File: src/include/bpg_pkg.sv
// Constants for the self-test pattern generator.
// Assumes a pixel datapath of 8 bits per colour and panel timing
// supplied from outside as active-area coordinates.
`default_nettype none
package bpg_pkg;
    localparam int unsigned COORD_W = 12;
    localparam int unsigned PIX_W = 8;
    typedef enum logic [3:0] {
        BPG_WHITE = 4'b0000,
        BPG_BLACK = 4'b0001,
        BPG_RED = 4'b0010,
        BPG_GREEN = 4'b0011,
        BPG_BLUE = 4'b0100,
        BPG_CHESS = 4'b0101,
        BPG_HRAMP = 4'b0110,
        BPG_VRAMP = 4'b0111,
        BPG_GRAY192 = 4'b1000,
        BPG_XTALK = 4'b1001,
        BPG_HLINES = 4'b1010,
        BPG_VLINES = 4'b1011,
        BPG_FLICKER = 4'b1100,
        BPG_RSV_D = 4'b1101,
        BPG_AUTO = 4'b1110,
        BPG_RSV_F = 4'b1111
    } bpg_pat_t;
    localparam logic [3:0] BPG_AUTO_FIRST = 4'h0;
    localparam logic [3:0] BPG_AUTO_LAST = 4'hC;
    localparam logic [7:0] BPG_FULL = 8'hFF;
    localparam logic [7:0] BPG_ZERO = 8'h00;
    localparam logic [7:0] BPG_LVL192 = 8'hC0;
    // Chess cells: 8 by 8 over the active area
    localparam int unsigned BPG_CHESS_DIV = 8;
    // Frames each pattern stays on during auto run
    localparam logic [7:0] BPG_AUTO_FRAMES = 8'h3C;
endpackage
`default_nettype wire

File: src/bpg_top.sv
// Self-test pattern generator that replaces incoming video.
// Assumes panel timing supplies active-area size, pixel position,
// data enable and a frame-start pulse in the pixel clock domain.
`timescale 1ns/10ps
`default_nettype none
module bpg_top
    import bpg_pkg::*;
(
    // Clock and reset
    input wire logic clk,
    input wire logic rst,
    // Settings
    input wire logic [3:0] test_pattern_select,
    input wire logic [7:0] white_field_level,
    input wire logic crosstalk_center_colour,
    // Panel timing
    input wire logic [COORD_W-1:0] h_active,
    input wire logic [COORD_W-1:0] v_active,
    input wire logic [COORD_W-1:0] pix_x,
    input wire logic [COORD_W-1:0] pix_y,
    input wire logic pix_de,
    input wire logic frame_start,
    // Pattern pixel out
    output logic [PIX_W-1:0] pat_r,
    output logic [PIX_W-1:0] pat_g,
    output logic [PIX_W-1:0] pat_b,
    output logic pat_de,
    output logic pat_valid
);
    // ==========================================================
    // Pattern selection
    logic [3:0] auto_code;
    logic auto_on;
    logic [3:0] eff_code;
    logic flick_r;
    logic [COORD_W-1:0] cell_w;
    logic [COORD_W-1:0] cell_h;
    logic [COORD_W-1:0] cx_r;
    logic [COORD_W-1:0] cy_r;
    logic chess_x_r;
    logic chess_y_r;
    logic narrow_cell;
    logic [PIX_W-1:0] hramp;
    logic [PIX_W-1:0] vramp;
    logic in_box;
    logic box_white;
    logic [PIX_W-1:0] mono;
    logic [PIX_W-1:0] r_nxt;
    logic [PIX_W-1:0] g_nxt;
    logic [PIX_W-1:0] b_nxt;
    logic valid_nxt;

    // Scales a coordinate onto the 8-bit gray range
    function automatic logic [PIX_W-1:0] ramp_of(
        input logic [COORD_W-1:0] pos,
        input logic [COORD_W-1:0] size);
        logic [COORD_W+PIX_W-1:0] prod;
        prod = {pos, PIX_W'(0)};
        ramp_of = (size == '0) ? BPG_ZERO
                : PIX_W'(prod / {{PIX_W{1'b0}}, size});
    endfunction

    // Black or white level from one bit
    function automatic logic [PIX_W-1:0] bw(input logic on);
        bw = on ? BPG_FULL : BPG_ZERO;
    endfunction

    // auto run selects the sequencer code
    assign auto_on = (test_pattern_select == BPG_AUTO);
    assign eff_code = auto_on ? auto_code : test_pattern_select;

    bpg_auto_seq u_seq (
        .clk(clk),
        .rst(rst),
        .enable(auto_on),
        .frame_start(frame_start),
        .code(auto_code)
    );

    // ==========================================================
    // Chess cell tracking
    // Counters instead of dividers keep the cell test cheap per pixel
    assign cell_w = h_active / COORD_W'(BPG_CHESS_DIV);
    assign cell_h = v_active / COORD_W'(BPG_CHESS_DIV);
    // One-pixel cells have no count phase to wait through
    assign narrow_cell = (cell_w <= COORD_W'(1));

    always_ff @(posedge clk or posedge rst) begin
        if (rst) begin
            cx_r <= '0;
            chess_x_r <= 1'b0;
        end else if (!pix_de) begin
            cx_r <= COORD_W'(1);
            chess_x_r <= 1'b0;
        end else if (pix_x == '0) begin
            // Narrow cells must show the second cell on the next pixel
            cx_r <= COORD_W'(1);
            chess_x_r <= narrow_cell;
        end else if (cx_r >= cell_w - COORD_W'(1)) begin
            cx_r <= '0;
            chess_x_r <= ~chess_x_r;
        end else begin
            cx_r <= cx_r + COORD_W'(1);
        end
    end

    always_ff @(posedge clk or posedge rst) begin
        if (rst) begin
            cy_r <= '0;
            chess_y_r <= 1'b0;
        end else if (frame_start) begin
            cy_r <= '0;
            chess_y_r <= 1'b0;
        end else if (pix_de && pix_x == h_active - COORD_W'(1)) begin
            if (cy_r >= cell_h - COORD_W'(1)) begin
                cy_r <= '0;
                chess_y_r <= ~chess_y_r;
            end else begin
                cy_r <= cy_r + COORD_W'(1);
            end
        end
    end

    // Flicker swaps polarity every frame
    always_ff @(posedge clk or posedge rst) begin
        if (rst) begin
            flick_r <= 1'b0;
        end else if (frame_start) begin
            flick_r <= ~flick_r;
        end
    end

    // ==========================================================
    // Per-pixel decode
    // gray ramps follow position
    assign hramp = ramp_of(pix_x, h_active);
    assign vramp = ramp_of(pix_y, v_active);
    // centre box spans the middle half
    assign in_box = (pix_x >= (h_active >> 2))
                 && (pix_x < h_active - (h_active >> 2))
                 && (pix_y >= (v_active >> 2))
                 && (pix_y < v_active - (v_active >> 2));
    assign box_white = in_box ? crosstalk_center_colour
                              : ~crosstalk_center_colour;

    always_comb begin
        mono = BPG_ZERO;
        valid_nxt = 1'b1;
        case (eff_code)
            BPG_WHITE: mono = white_field_level;
            BPG_BLACK: mono = BPG_ZERO;
            BPG_CHESS: mono = bw(chess_x_r ^ chess_y_r);
            BPG_HRAMP: mono = hramp;
            BPG_VRAMP: mono = vramp;
            BPG_GRAY192: mono = BPG_LVL192;
            BPG_XTALK: mono = bw(box_white);
            BPG_HLINES: mono = bw(~pix_y[0]);
            BPG_VLINES: mono = bw(~pix_x[0]);
            BPG_FLICKER: mono = bw(flick_r ^ pix_x[0] ^ pix_y[0]);
            BPG_RED, BPG_GREEN, BPG_BLUE: mono = BPG_FULL;
            default: valid_nxt = 1'b0;
        endcase
    end

    assign r_nxt = (eff_code == BPG_GREEN || eff_code == BPG_BLUE)
                   ? BPG_ZERO : mono;
    assign g_nxt = (eff_code == BPG_RED || eff_code == BPG_BLUE)
                   ? BPG_ZERO : mono;
    assign b_nxt = (eff_code == BPG_RED || eff_code == BPG_GREEN)
                   ? BPG_ZERO : mono;

    always_ff @(posedge clk or posedge rst) begin
        if (rst) begin
            pat_r <= BPG_ZERO;
            pat_g <= BPG_ZERO;
            pat_b <= BPG_ZERO;
            pat_de <= 1'b0;
            pat_valid <= 1'b0;
        end else begin
            pat_r <= (pix_de && valid_nxt) ? r_nxt : BPG_ZERO;
            pat_g <= (pix_de && valid_nxt) ? g_nxt : BPG_ZERO;
            pat_b <= (pix_de && valid_nxt) ? b_nxt : BPG_ZERO;
            pat_de <= pix_de;
            pat_valid <= valid_nxt;
        end
    end

    // ==========================================================
    // Checks
    // white level passes through
    chk_white_level: assert property (@(posedge clk) disable iff (rst)
        pix_de && test_pattern_select == BPG_WHITE
        |=> pat_r == $past(white_field_level) && pat_g == pat_r
            && pat_b == pat_r) else $error("white level wrong");
    chk_xtalk_center: assert property (@(posedge clk) disable iff (rst)
        pix_de && test_pattern_select == BPG_XTALK && in_box
        |=> pat_g == bw($past(crosstalk_center_colour)))
        else $error("crosstalk centre wrong");
    chk_hlines_alt: assert property (@(posedge clk) disable iff (rst)
        pix_de && test_pattern_select == BPG_HLINES
        |=> pat_r == bw(~$past(pix_y[0]))) else $error("row lines wrong");
    chk_vlines_alt: assert property (@(posedge clk) disable iff (rst)
        pix_de && test_pattern_select == BPG_VLINES
        |=> pat_b == bw(~$past(pix_x[0]))) else $error("col lines wrong");
    chk_ramp_origin: assert property (@(posedge clk) disable iff (rst)
        pix_de && test_pattern_select == BPG_HRAMP && pix_x == '0
        |=> pat_r == BPG_ZERO) else $error("ramp origin wrong");
    chk_reserved_none: assert property (@(posedge clk) disable iff (rst)
        test_pattern_select == BPG_RSV_D || test_pattern_select == BPG_RSV_F
        |=> !pat_valid && pat_r == BPG_ZERO) else $error("reserved drove");
    // red has no green or blue
    chk_red_only: assert property (@(posedge clk) disable iff (rst)
        pix_de && test_pattern_select == BPG_RED
        |=> pat_r == BPG_FULL && pat_g == BPG_ZERO && pat_b == BPG_ZERO)
        else $error("red pattern wrong");
    chk_gray_192: assert property (@(posedge clk) disable iff (rst)
        pix_de && test_pattern_select == BPG_GRAY192
        |=> pat_g == BPG_LVL192) else $error("level 192 wrong");

    cov_auto_mode: cover property (@(posedge clk) disable iff (rst)
        auto_on && pix_de);
    cov_chess_swap: cover property (@(posedge clk) disable iff (rst)
        eff_code == BPG_CHESS && chess_x_r ##1 !chess_x_r);
    cov_flicker: cover property (@(posedge clk) disable iff (rst)
        eff_code == BPG_FLICKER && frame_start);
endmodule
`default_nettype wire

File: src/bpg_auto_seq.sv
// Auto-run sequencer: steps through codes 0 to 12, then wraps.
// Assumes frame_start is a one-cycle pulse per frame.
`timescale 1ns/10ps
`default_nettype none
module bpg_auto_seq
    import bpg_pkg::*;
(
    // Clock and reset
    input wire logic clk,
    input wire logic rst,
    // Control
    input wire logic enable,
    input wire logic frame_start,
    // Result
    output logic [3:0] code
);
    logic [3:0] code_r;
    logic [3:0] code_nxt;
    logic [7:0] frames_r;
    logic [7:0] frames_nxt;
    logic dwell_done;

    assign dwell_done = (frames_r == BPG_AUTO_FRAMES - 8'h01);
    assign code_nxt = (code_r == BPG_AUTO_LAST) ? BPG_AUTO_FIRST
                                               : code_r + 4'h1;
    assign frames_nxt = dwell_done ? BPG_ZERO : frames_r + 8'h01;
    assign code = code_r;

    always_ff @(posedge clk or posedge rst) begin
        if (rst) begin
            code_r <= BPG_AUTO_FIRST;
            frames_r <= BPG_ZERO;
        end else if (!enable) begin
            code_r <= BPG_AUTO_FIRST;
            frames_r <= BPG_ZERO;
        end else if (frame_start) begin
            frames_r <= frames_nxt;
            if (dwell_done) begin
                code_r <= code_nxt;
            end
        end
    end

    chk_auto_range: assert property (@(posedge clk) disable iff (rst)
        code_r <= BPG_AUTO_LAST) else $error("auto code out of range");
    chk_auto_wrap: assert property (@(posedge clk) disable iff (rst)
        enable && frame_start && dwell_done && code_r == BPG_AUTO_LAST
        |=> code_r == BPG_AUTO_FIRST) else $error("auto run did not wrap");
    chk_auto_step: assert property (@(posedge clk) disable iff (rst)
        enable && frame_start && dwell_done && code_r < BPG_AUTO_LAST
        |=> code_r == $past(code_r) + 4'h1) else $error("auto step wrong");
    cov_auto_wrap: cover property (@(posedge clk) disable iff (rst)
        code_r == BPG_AUTO_LAST ##1 code_r == BPG_AUTO_FIRST);
endmodule
`default_nettype wire

File: config.mk
export PLATFORM = sky130hd
export DESIGN_NAME = bpg_top
export DESIGN_NICKNAME = d
export VERILOG_FILES = /design/src/include/bpg_pkg.sv /design/src/bpg_top.sv /design/src/bpg_auto_seq.sv
export SDC_FILE = /design/constraint.sdc
export NUM_CORES = 1
export LEC_CHECK = 0
export BUFFER_PORTS_ARGS = -buffer_cell sky130_fd_sc_hd__buf_2
export CAP_MARGIN = 20
export CORE_MARGIN = 5
export CORE_UTILIZATION = 27
export DETAILED_ROUTE_END_ITERATION = 10
export PLACE_DENSITY = 0.52
export SLEW_MARGIN = 10
export SYNTH_ARGS = -nofsm -noshare
export SYNTH_HDL_FRONTEND = slang
export SYNTH_SLANG_ARGS = --single-unit
File: constraint.sdc
create_clock -name clk -period 2.8 [get_ports clk]
set_input_delay 0.56 -clock clk [delete_from_list [all_inputs] [get_ports clk]]
set_output_delay 0.56 -clock clk [all_outputs]
set_load 0.005 [all_outputs]
==> results of run 1 <==
==> worst max-delay path by stage <==
stage               cells past startpoint      from       end
finish                                193  pix_y[3]  pat_g[0]
detailed placement                    184  pix_y[5]  pat_b[0]
global route                          196  pix_y[3]  pat_g[0]
CTS                                   185  pix_y[3]  pat_g[0]
global placement                      183  pix_y[5]  pat_b[0]
floorplan                             193  pix_y[5]  pat_b[0]
==> final cells by class <==
type,count,area share (%)
well taps,1265,3.59
clock buffers,11,0.550
repair buffers,1776,30.6
multi-input cells,3267,60.1
diodes,6,0.0340
flip-flops and latches,65,3.69
clock inverters,5,0.145
inverters,147,1.30
==> worst register-to-register path, delay by kind of cell, from the launching register on <==
family	cells	cell delay, ns
adders and majority gates	1	0.25
AOI/OAI and AO/OA	10	1.25
buffers and inverters	1	0.04
and+or+nand+nor	10	1.00
DFF	1	0.35
==> synth_stat cells, drive strengths merged (33+ instances only) <==
library cell  instances
a211oi               42
a21o                123
a21oi               258
and2                 33
and3                 39
clkbuf               71
dfrtp                65
ha                  432
inv                 147
mux2                 75
mux2i                35
nand2               300
nand2b               74
nand3               103
nand4                49
nor2                349
nor2b                53
nor3                132
o211ai               39
o21a                110
o21ai               277
o31ai                69
or3                  42
xnor2               182
xor2                 72
==> layer usage <==
metal / up-vias / wire, um
met4: 6 / 1800
met5: - / 38
li1: 16800 / -
met1: 15700 / 54800
met3: 114 / 5350
met2: 642 / 48300
==> logic make-up after synthesis <==
kind of cell               after synthesis  share of synthesized area, %
muxes                                  110                          4.75
DFF                                     65                          6.28
and+or+nand+nor                       1280                          24.3
buffers and inverters                  243                          3.74
adders and majority gates              436                          21.2
xor gates and xnor gates               254                          8.62
AOI/OAI and AO/OA                     1186                          31.1
==> what timing repair did <==
item / in CTS / in global routing
cloned: 3 / 2
hold endpoints to repair: 0 / 0
pin swaps: 131 / 188
hold buffers: 0 / 0
gates resized for setup: 210 / 206
setup endpoints to repair: 50 / 50
buffers inserted: 143 / 80
==> registers in the layout, indices dropped and copies added (netlist names) <==
register        count
pat_g               8
pat_de              1
cx_r               12
flick_r             1
pat_b               8
chess_x_r           1
chess_y_r           1
pat_valid           1
u_seq.frames_r      8
pat_r               8
cy_r               12
u_seq.code          4
==> metrics by stage <==
step                std cells  utilization (%)
global placement         6295             42.2
detailed placement       6296             42.2
CTS                      6456             44.7
floorplan                3574                -
global route             6536             46.4
finish                   6542             46.4
==> flow_summary.yaml, run 1 <==
outcome:
  run_status: "complete, but fails checks"
  violations: "negative setup slack"
floorplan:
  die-area_um2: 102000
  start_util_pct: 27.2
  ios: 91
  die_h_um: 320
  num_rows: 113
  die_w_um: 320
  fp.coreArea_um2: 95200
grt:
  grt_use_met1_pct: 29.0
  grt_busiest_layer: "met2"
  antenna_found_initial: 8
  gr-usage-all-layers_pct: 20.3
  grt_max_degree: 66
  gr-total-overflow: 0
  use_met2_pct: 32.9
  grt_use_met3_pct: 3.24
  grt_pass1_vias: 32600
  grt_pass1_wl_mm: 171
cts:
  h-tree-depth: 3
  clock_path_buffers: 2
  cts_tree: "yes"
  clk_latency_ns: 0.36
  cts-root-buf: "clkbuf_16"
  cts_inserted_buffers: 9
  cts_sinks: 65
  clkTransAtPathRegs_ns: 0.07
synth:
  ys_ff_latch: 65
  synth.distinct_cells: 120
  ys_async_sr_fraction_pct: 100
  synth-edff-count: 0
  syn_area_um2: 25900
  yosysWarningCount: 0
  avgSynthCellArea_um2: 7.24
  synth_nets: 4075
  syn_inst: 3574
  ys_top_cells_by_area: "ha_1, dfrtp_1, xnor2_1"
  post-synth-top-area-cell: "ha_1"
  synth-seq-area-share_pct: 6.28
  ys.flop_type: "dfrtp_1"
  synth_top_area_share_pct: 20.9
worst_setup_path:
  crit_path_end_kind: "flip-flop"
  critPathSlowestCell: "or4_4"
  critPathMaxFanout: 7
  cp_top_family: "compound AO/OA/AOI/OAI gates"
  critPathRequiredTime_ns: 3.05
  critPathArrivalTime_ns: 36.37
  r2r-end: "cy_r[5]"
  critical_path_buf_inv_count: 29
  path_class: "input pin to flip-flop"
  reg2reg_slack_ns: -0.16
  r2r_start: "cy_r[0]"
  startpoint_type: "input pin"
  reg2regPathDepth: 22
  path_common_cell: "o21a_1"
  cpPeakStageDelay_ns: 0.58
layout:
  multi_input_area_um2: 26500
  areaGrowthSynthToFinish_pct: 70.5
  final_common_cell: "buf_4"
  nNetsFinal: 5767
  regArea_um2: 1630
  most-common-layout-cells: "buf_4, ha_1, nor2_1, nand2_1, a21oi_1"
  drive_gt1_share_pct: 45.5
  num-fill-cells: 9292
  design_area_um2: 44100
sta:
  holdWs_ns: 0.254
  setup_violations: 50
  tns_ns: -601.35
  fmax_ghz: 0.0277
  fin_skew_ns: 0.0134
  worstMarginPinSlew_ns: 0.614
  maxSlewViolCount: 0
  timing.final.crit_share_pct: 1290
  maxSlewHeadroom_pct: 58.0
  fin_ws_ns: -33.32
  hold_viol: 0
  period_minus_slack_ns: 36.12
  rsz0062_at_grt: "true"
placed_design:
  numPortBuffers: 90
  place_ws_ns: -34.99
  placed_area_um2: 40100
  gp_congestion: 0.909
  hpwlAfterDp_mm: 86.8
run:
  drv_cap: 0
route:
  wl_per_cell_um: 16.9
  vias: 33300
  firstDrtPassIters: 5
  drtAntennaViolNets: 0
  drc: 0
  vias_per_cell: 5.09
  drt_iter0_drc: 1945
  wl_mm: 110
worst_hold_path:
  hp-class: "input pin to async pin"
Power of run 1 is left out: the tool's default activity adds up to more than one toggle a clock period on the data nets, which glitch-free logic cannot reach.
==> run 2, diff against run 1 <==
--- a/config.mk
+++ b/config.mk
@@ -5,6 +5,7 @@
 export SDC_FILE = /design/constraint.sdc
 export NUM_CORES = 1
 export LEC_CHECK = 0
+export ABC_AREA = 1
 export BUFFER_PORTS_ARGS = -buffer_cell sky130_fd_sc_hd__buf_2
 export CAP_MARGIN = 20
 export CORE_MARGIN = 5
==> flow_summary.yaml, run 2 <==
route:
  vias_per_cell: 4.67
  vias: 34200
  drc: 0
  drt_iter0_drc: 1663
  wl_mm: 109
  drtAntennaViolNets: 0
  firstDrtPassIters: 5
  wl_per_cell_um: 14.9
sta:
  fin_skew_ns: 0.0140
  maxSlewHeadroom_pct: 22.0
  worstMarginPinSlew_ns: 1.16
  setup_violations: 50
  maxSlewViolCount: 0
  fin_ws_ns: -27.54
  rsz0062_at_grt: "true"
  fmax_ghz: 0.0330
  holdWs_ns: 0.309
  tns_ns: -525.88
  period_minus_slack_ns: 30.34
  hold_viol: 0
  timing.final.crit_share_pct: 1080
cts:
  cts-hold-fix-buffers: 0
  clk_latency_ns: 0.39
  clkTransAtPathRegs_ns: 0.07
  h-tree-depth: 3
  clock_path_buffers: 2
  cts-root-buf: "clkbuf_16"
  cts_tree: "yes"
  cts_sinks: 65
  cts_inserted_buffers: 9
synth:
  synth.distinct_cells: 67
  synth_top_area_share_pct: 21.6
  ys_async_sr_fraction_pct: 100
  synth_top_cells_by_count: "nand2_1, inv_1, ha_1, nand3_1, nor2_1"
  synth-seq-area-share_pct: 6.51
  ys_top_cells_by_area: "ha_1, nand2_1, inv_1"
  avgSynthCellArea_um2: 6.23
  ys_ff_latch: 65
  ys.flop_type: "dfrtp_1"
  post-synth-top-area-cell: "ha_1"
  synth-edff-count: 0
  synth_nets: 4513
  synth_most_common_cell: "nand2_1"
  syn_area_um2: 25000
  syn_inst: 4012
  yosysWarningCount: 0
worst_setup_path:
  critPathMaxFanout: 8
  reg2regPathDepth: 10
  path_class: "input pin to flip-flop"
  critPathArrivalTime_ns: 30.61
  path_common_cell: "nand2_2"
  startpoint_type: "input pin"
  critPathRequiredTime_ns: 3.07
  critPathSlowestCell: "a2111oi_4"
  cpPeakStageDelay_ns: 0.42
  crit_path_end_kind: "flip-flop"
placed_design:
  placed_area_um2: 38100
  numPortBuffers: 90
  place_ws_ns: -29.16
  hpwlAfterDp_mm: 77.3
  gp_congestion: 0.893
layout:
  biggestRegsByFlops: "cx_r (12), cy_r (12)"
  multi_input_area_um2: 24900
  regArea_um2: 1630
  most-common-layout-cells: "buf_4, nand2_1, inv_1, ha_1, nand2_2"
  areaGrowthSynthToFinish_pct: 87.5
  nNetsFinal: 6577
  design_area_um2: 46900
  num-fill-cells: 8593
  drive_gt1_share_pct: 51.2
  final_common_cell: "buf_4"
floorplan:
  ios: 91
  fp.coreArea_um2: 91800
  die_w_um: 314
  start_util_pct: 27.2
  die_h_um: 314
  die-area_um2: 98800
  num_rows: 111
run:
  drv_cap: 0
grt:
  grt_max_degree: 41
  gr-total-overflow: 0
  grt_busiest_layer: "met2"
  use_met2_pct: 36.7
  grt_pass1_vias: 33100
  gr-usage-all-layers_pct: 20.2
  grt_pass1_wl_mm: 164
  antenna_found_initial: 1
  grt_use_met3_pct: 2.11
  grt_use_met1_pct: 25.7
outcome:
  violations: "negative setup slack"
  run_status: "complete, but fails checks"
worst_hold_path:
  hp-class: "input pin to async pin"
==> run 2: what timing repair did <==
item,in CTS,in global routing
gates cloned,4,4
pin swaps,291,454
setup endpoints to repair,50,50
gates resized for setup,388,506
setup buffers,483,128
==> run 2: layer usage <==
| metal | part of all wire (%) | up-vias |
|---|---|---|
| met5 | 0.0073 | - |
| met4 | 3.0 | 2 |
| met3 | 4.4 | 216 |
| met2 | 49 | 714 |
| met1 | 44 | 15800 |
| li1 | - | 17500 |
==> run 2: logic make-up after synthesis <==
group	Yosys count	synth area share, %
buf+inv	628	9.82
mux	1	0.0400
flops	65	6.51
simple gates	1892	35.3
xor+xnor	292	10.2
fa+ha+maj	436	21.9
compound gates	698	16.2
==> run 2: final timing paths <==
check,startpoint,endpoint,slack (ns)
max reg2reg,u_seq.code[0],pat_g[1],-0.02
max in group asynchronous,rst,u_seq.frames_r[5],1.68
max,h_active[0],pat_g[0],-27.54
min reg2reg,u_seq.frames_r[0],u_seq.frames_r[0],0.50
min in group clk,u_seq.frames_r[0],u_seq.frames_r[0],0.50
min,rst,pat_valid,0.31
==> run 2: per-stage QoR <==
stage | util, % | std cells
floorplan | - | 4012
global placement | 41.5 | 6698
detailed placement | 41.5 | 6698
CTS | 47.5 | 7200
global route | 51.1 | 7324
finish | 51.1 | 7325
==> run 2: cell type report <==
cell class,count,share of cell area (%)
Timing Repair inverter,2,0.0320
Sequential cell,65,3.47
Antenna cell,1,0.00534
Inverter,558,4.80
Multi-Input combinational cell,3320,53.1
Clock buffer,10,0.488
Timing Repair Buffer,2120,34.5
Tap cell,1243,3.32
Clock inverter,6,0.248
==> run 2: worst max-delay path, delay by kind of cell <==
kind	cells	cell delay [ns]
adder cells (fa/ha/maj)	19	4.96
AND/OR/NAND/NOR	127	10.91
buffers and inverters	52	5.62
AO/OA/AOI/OAI	61	8.47
Power of run 2 is left out for the same reason.
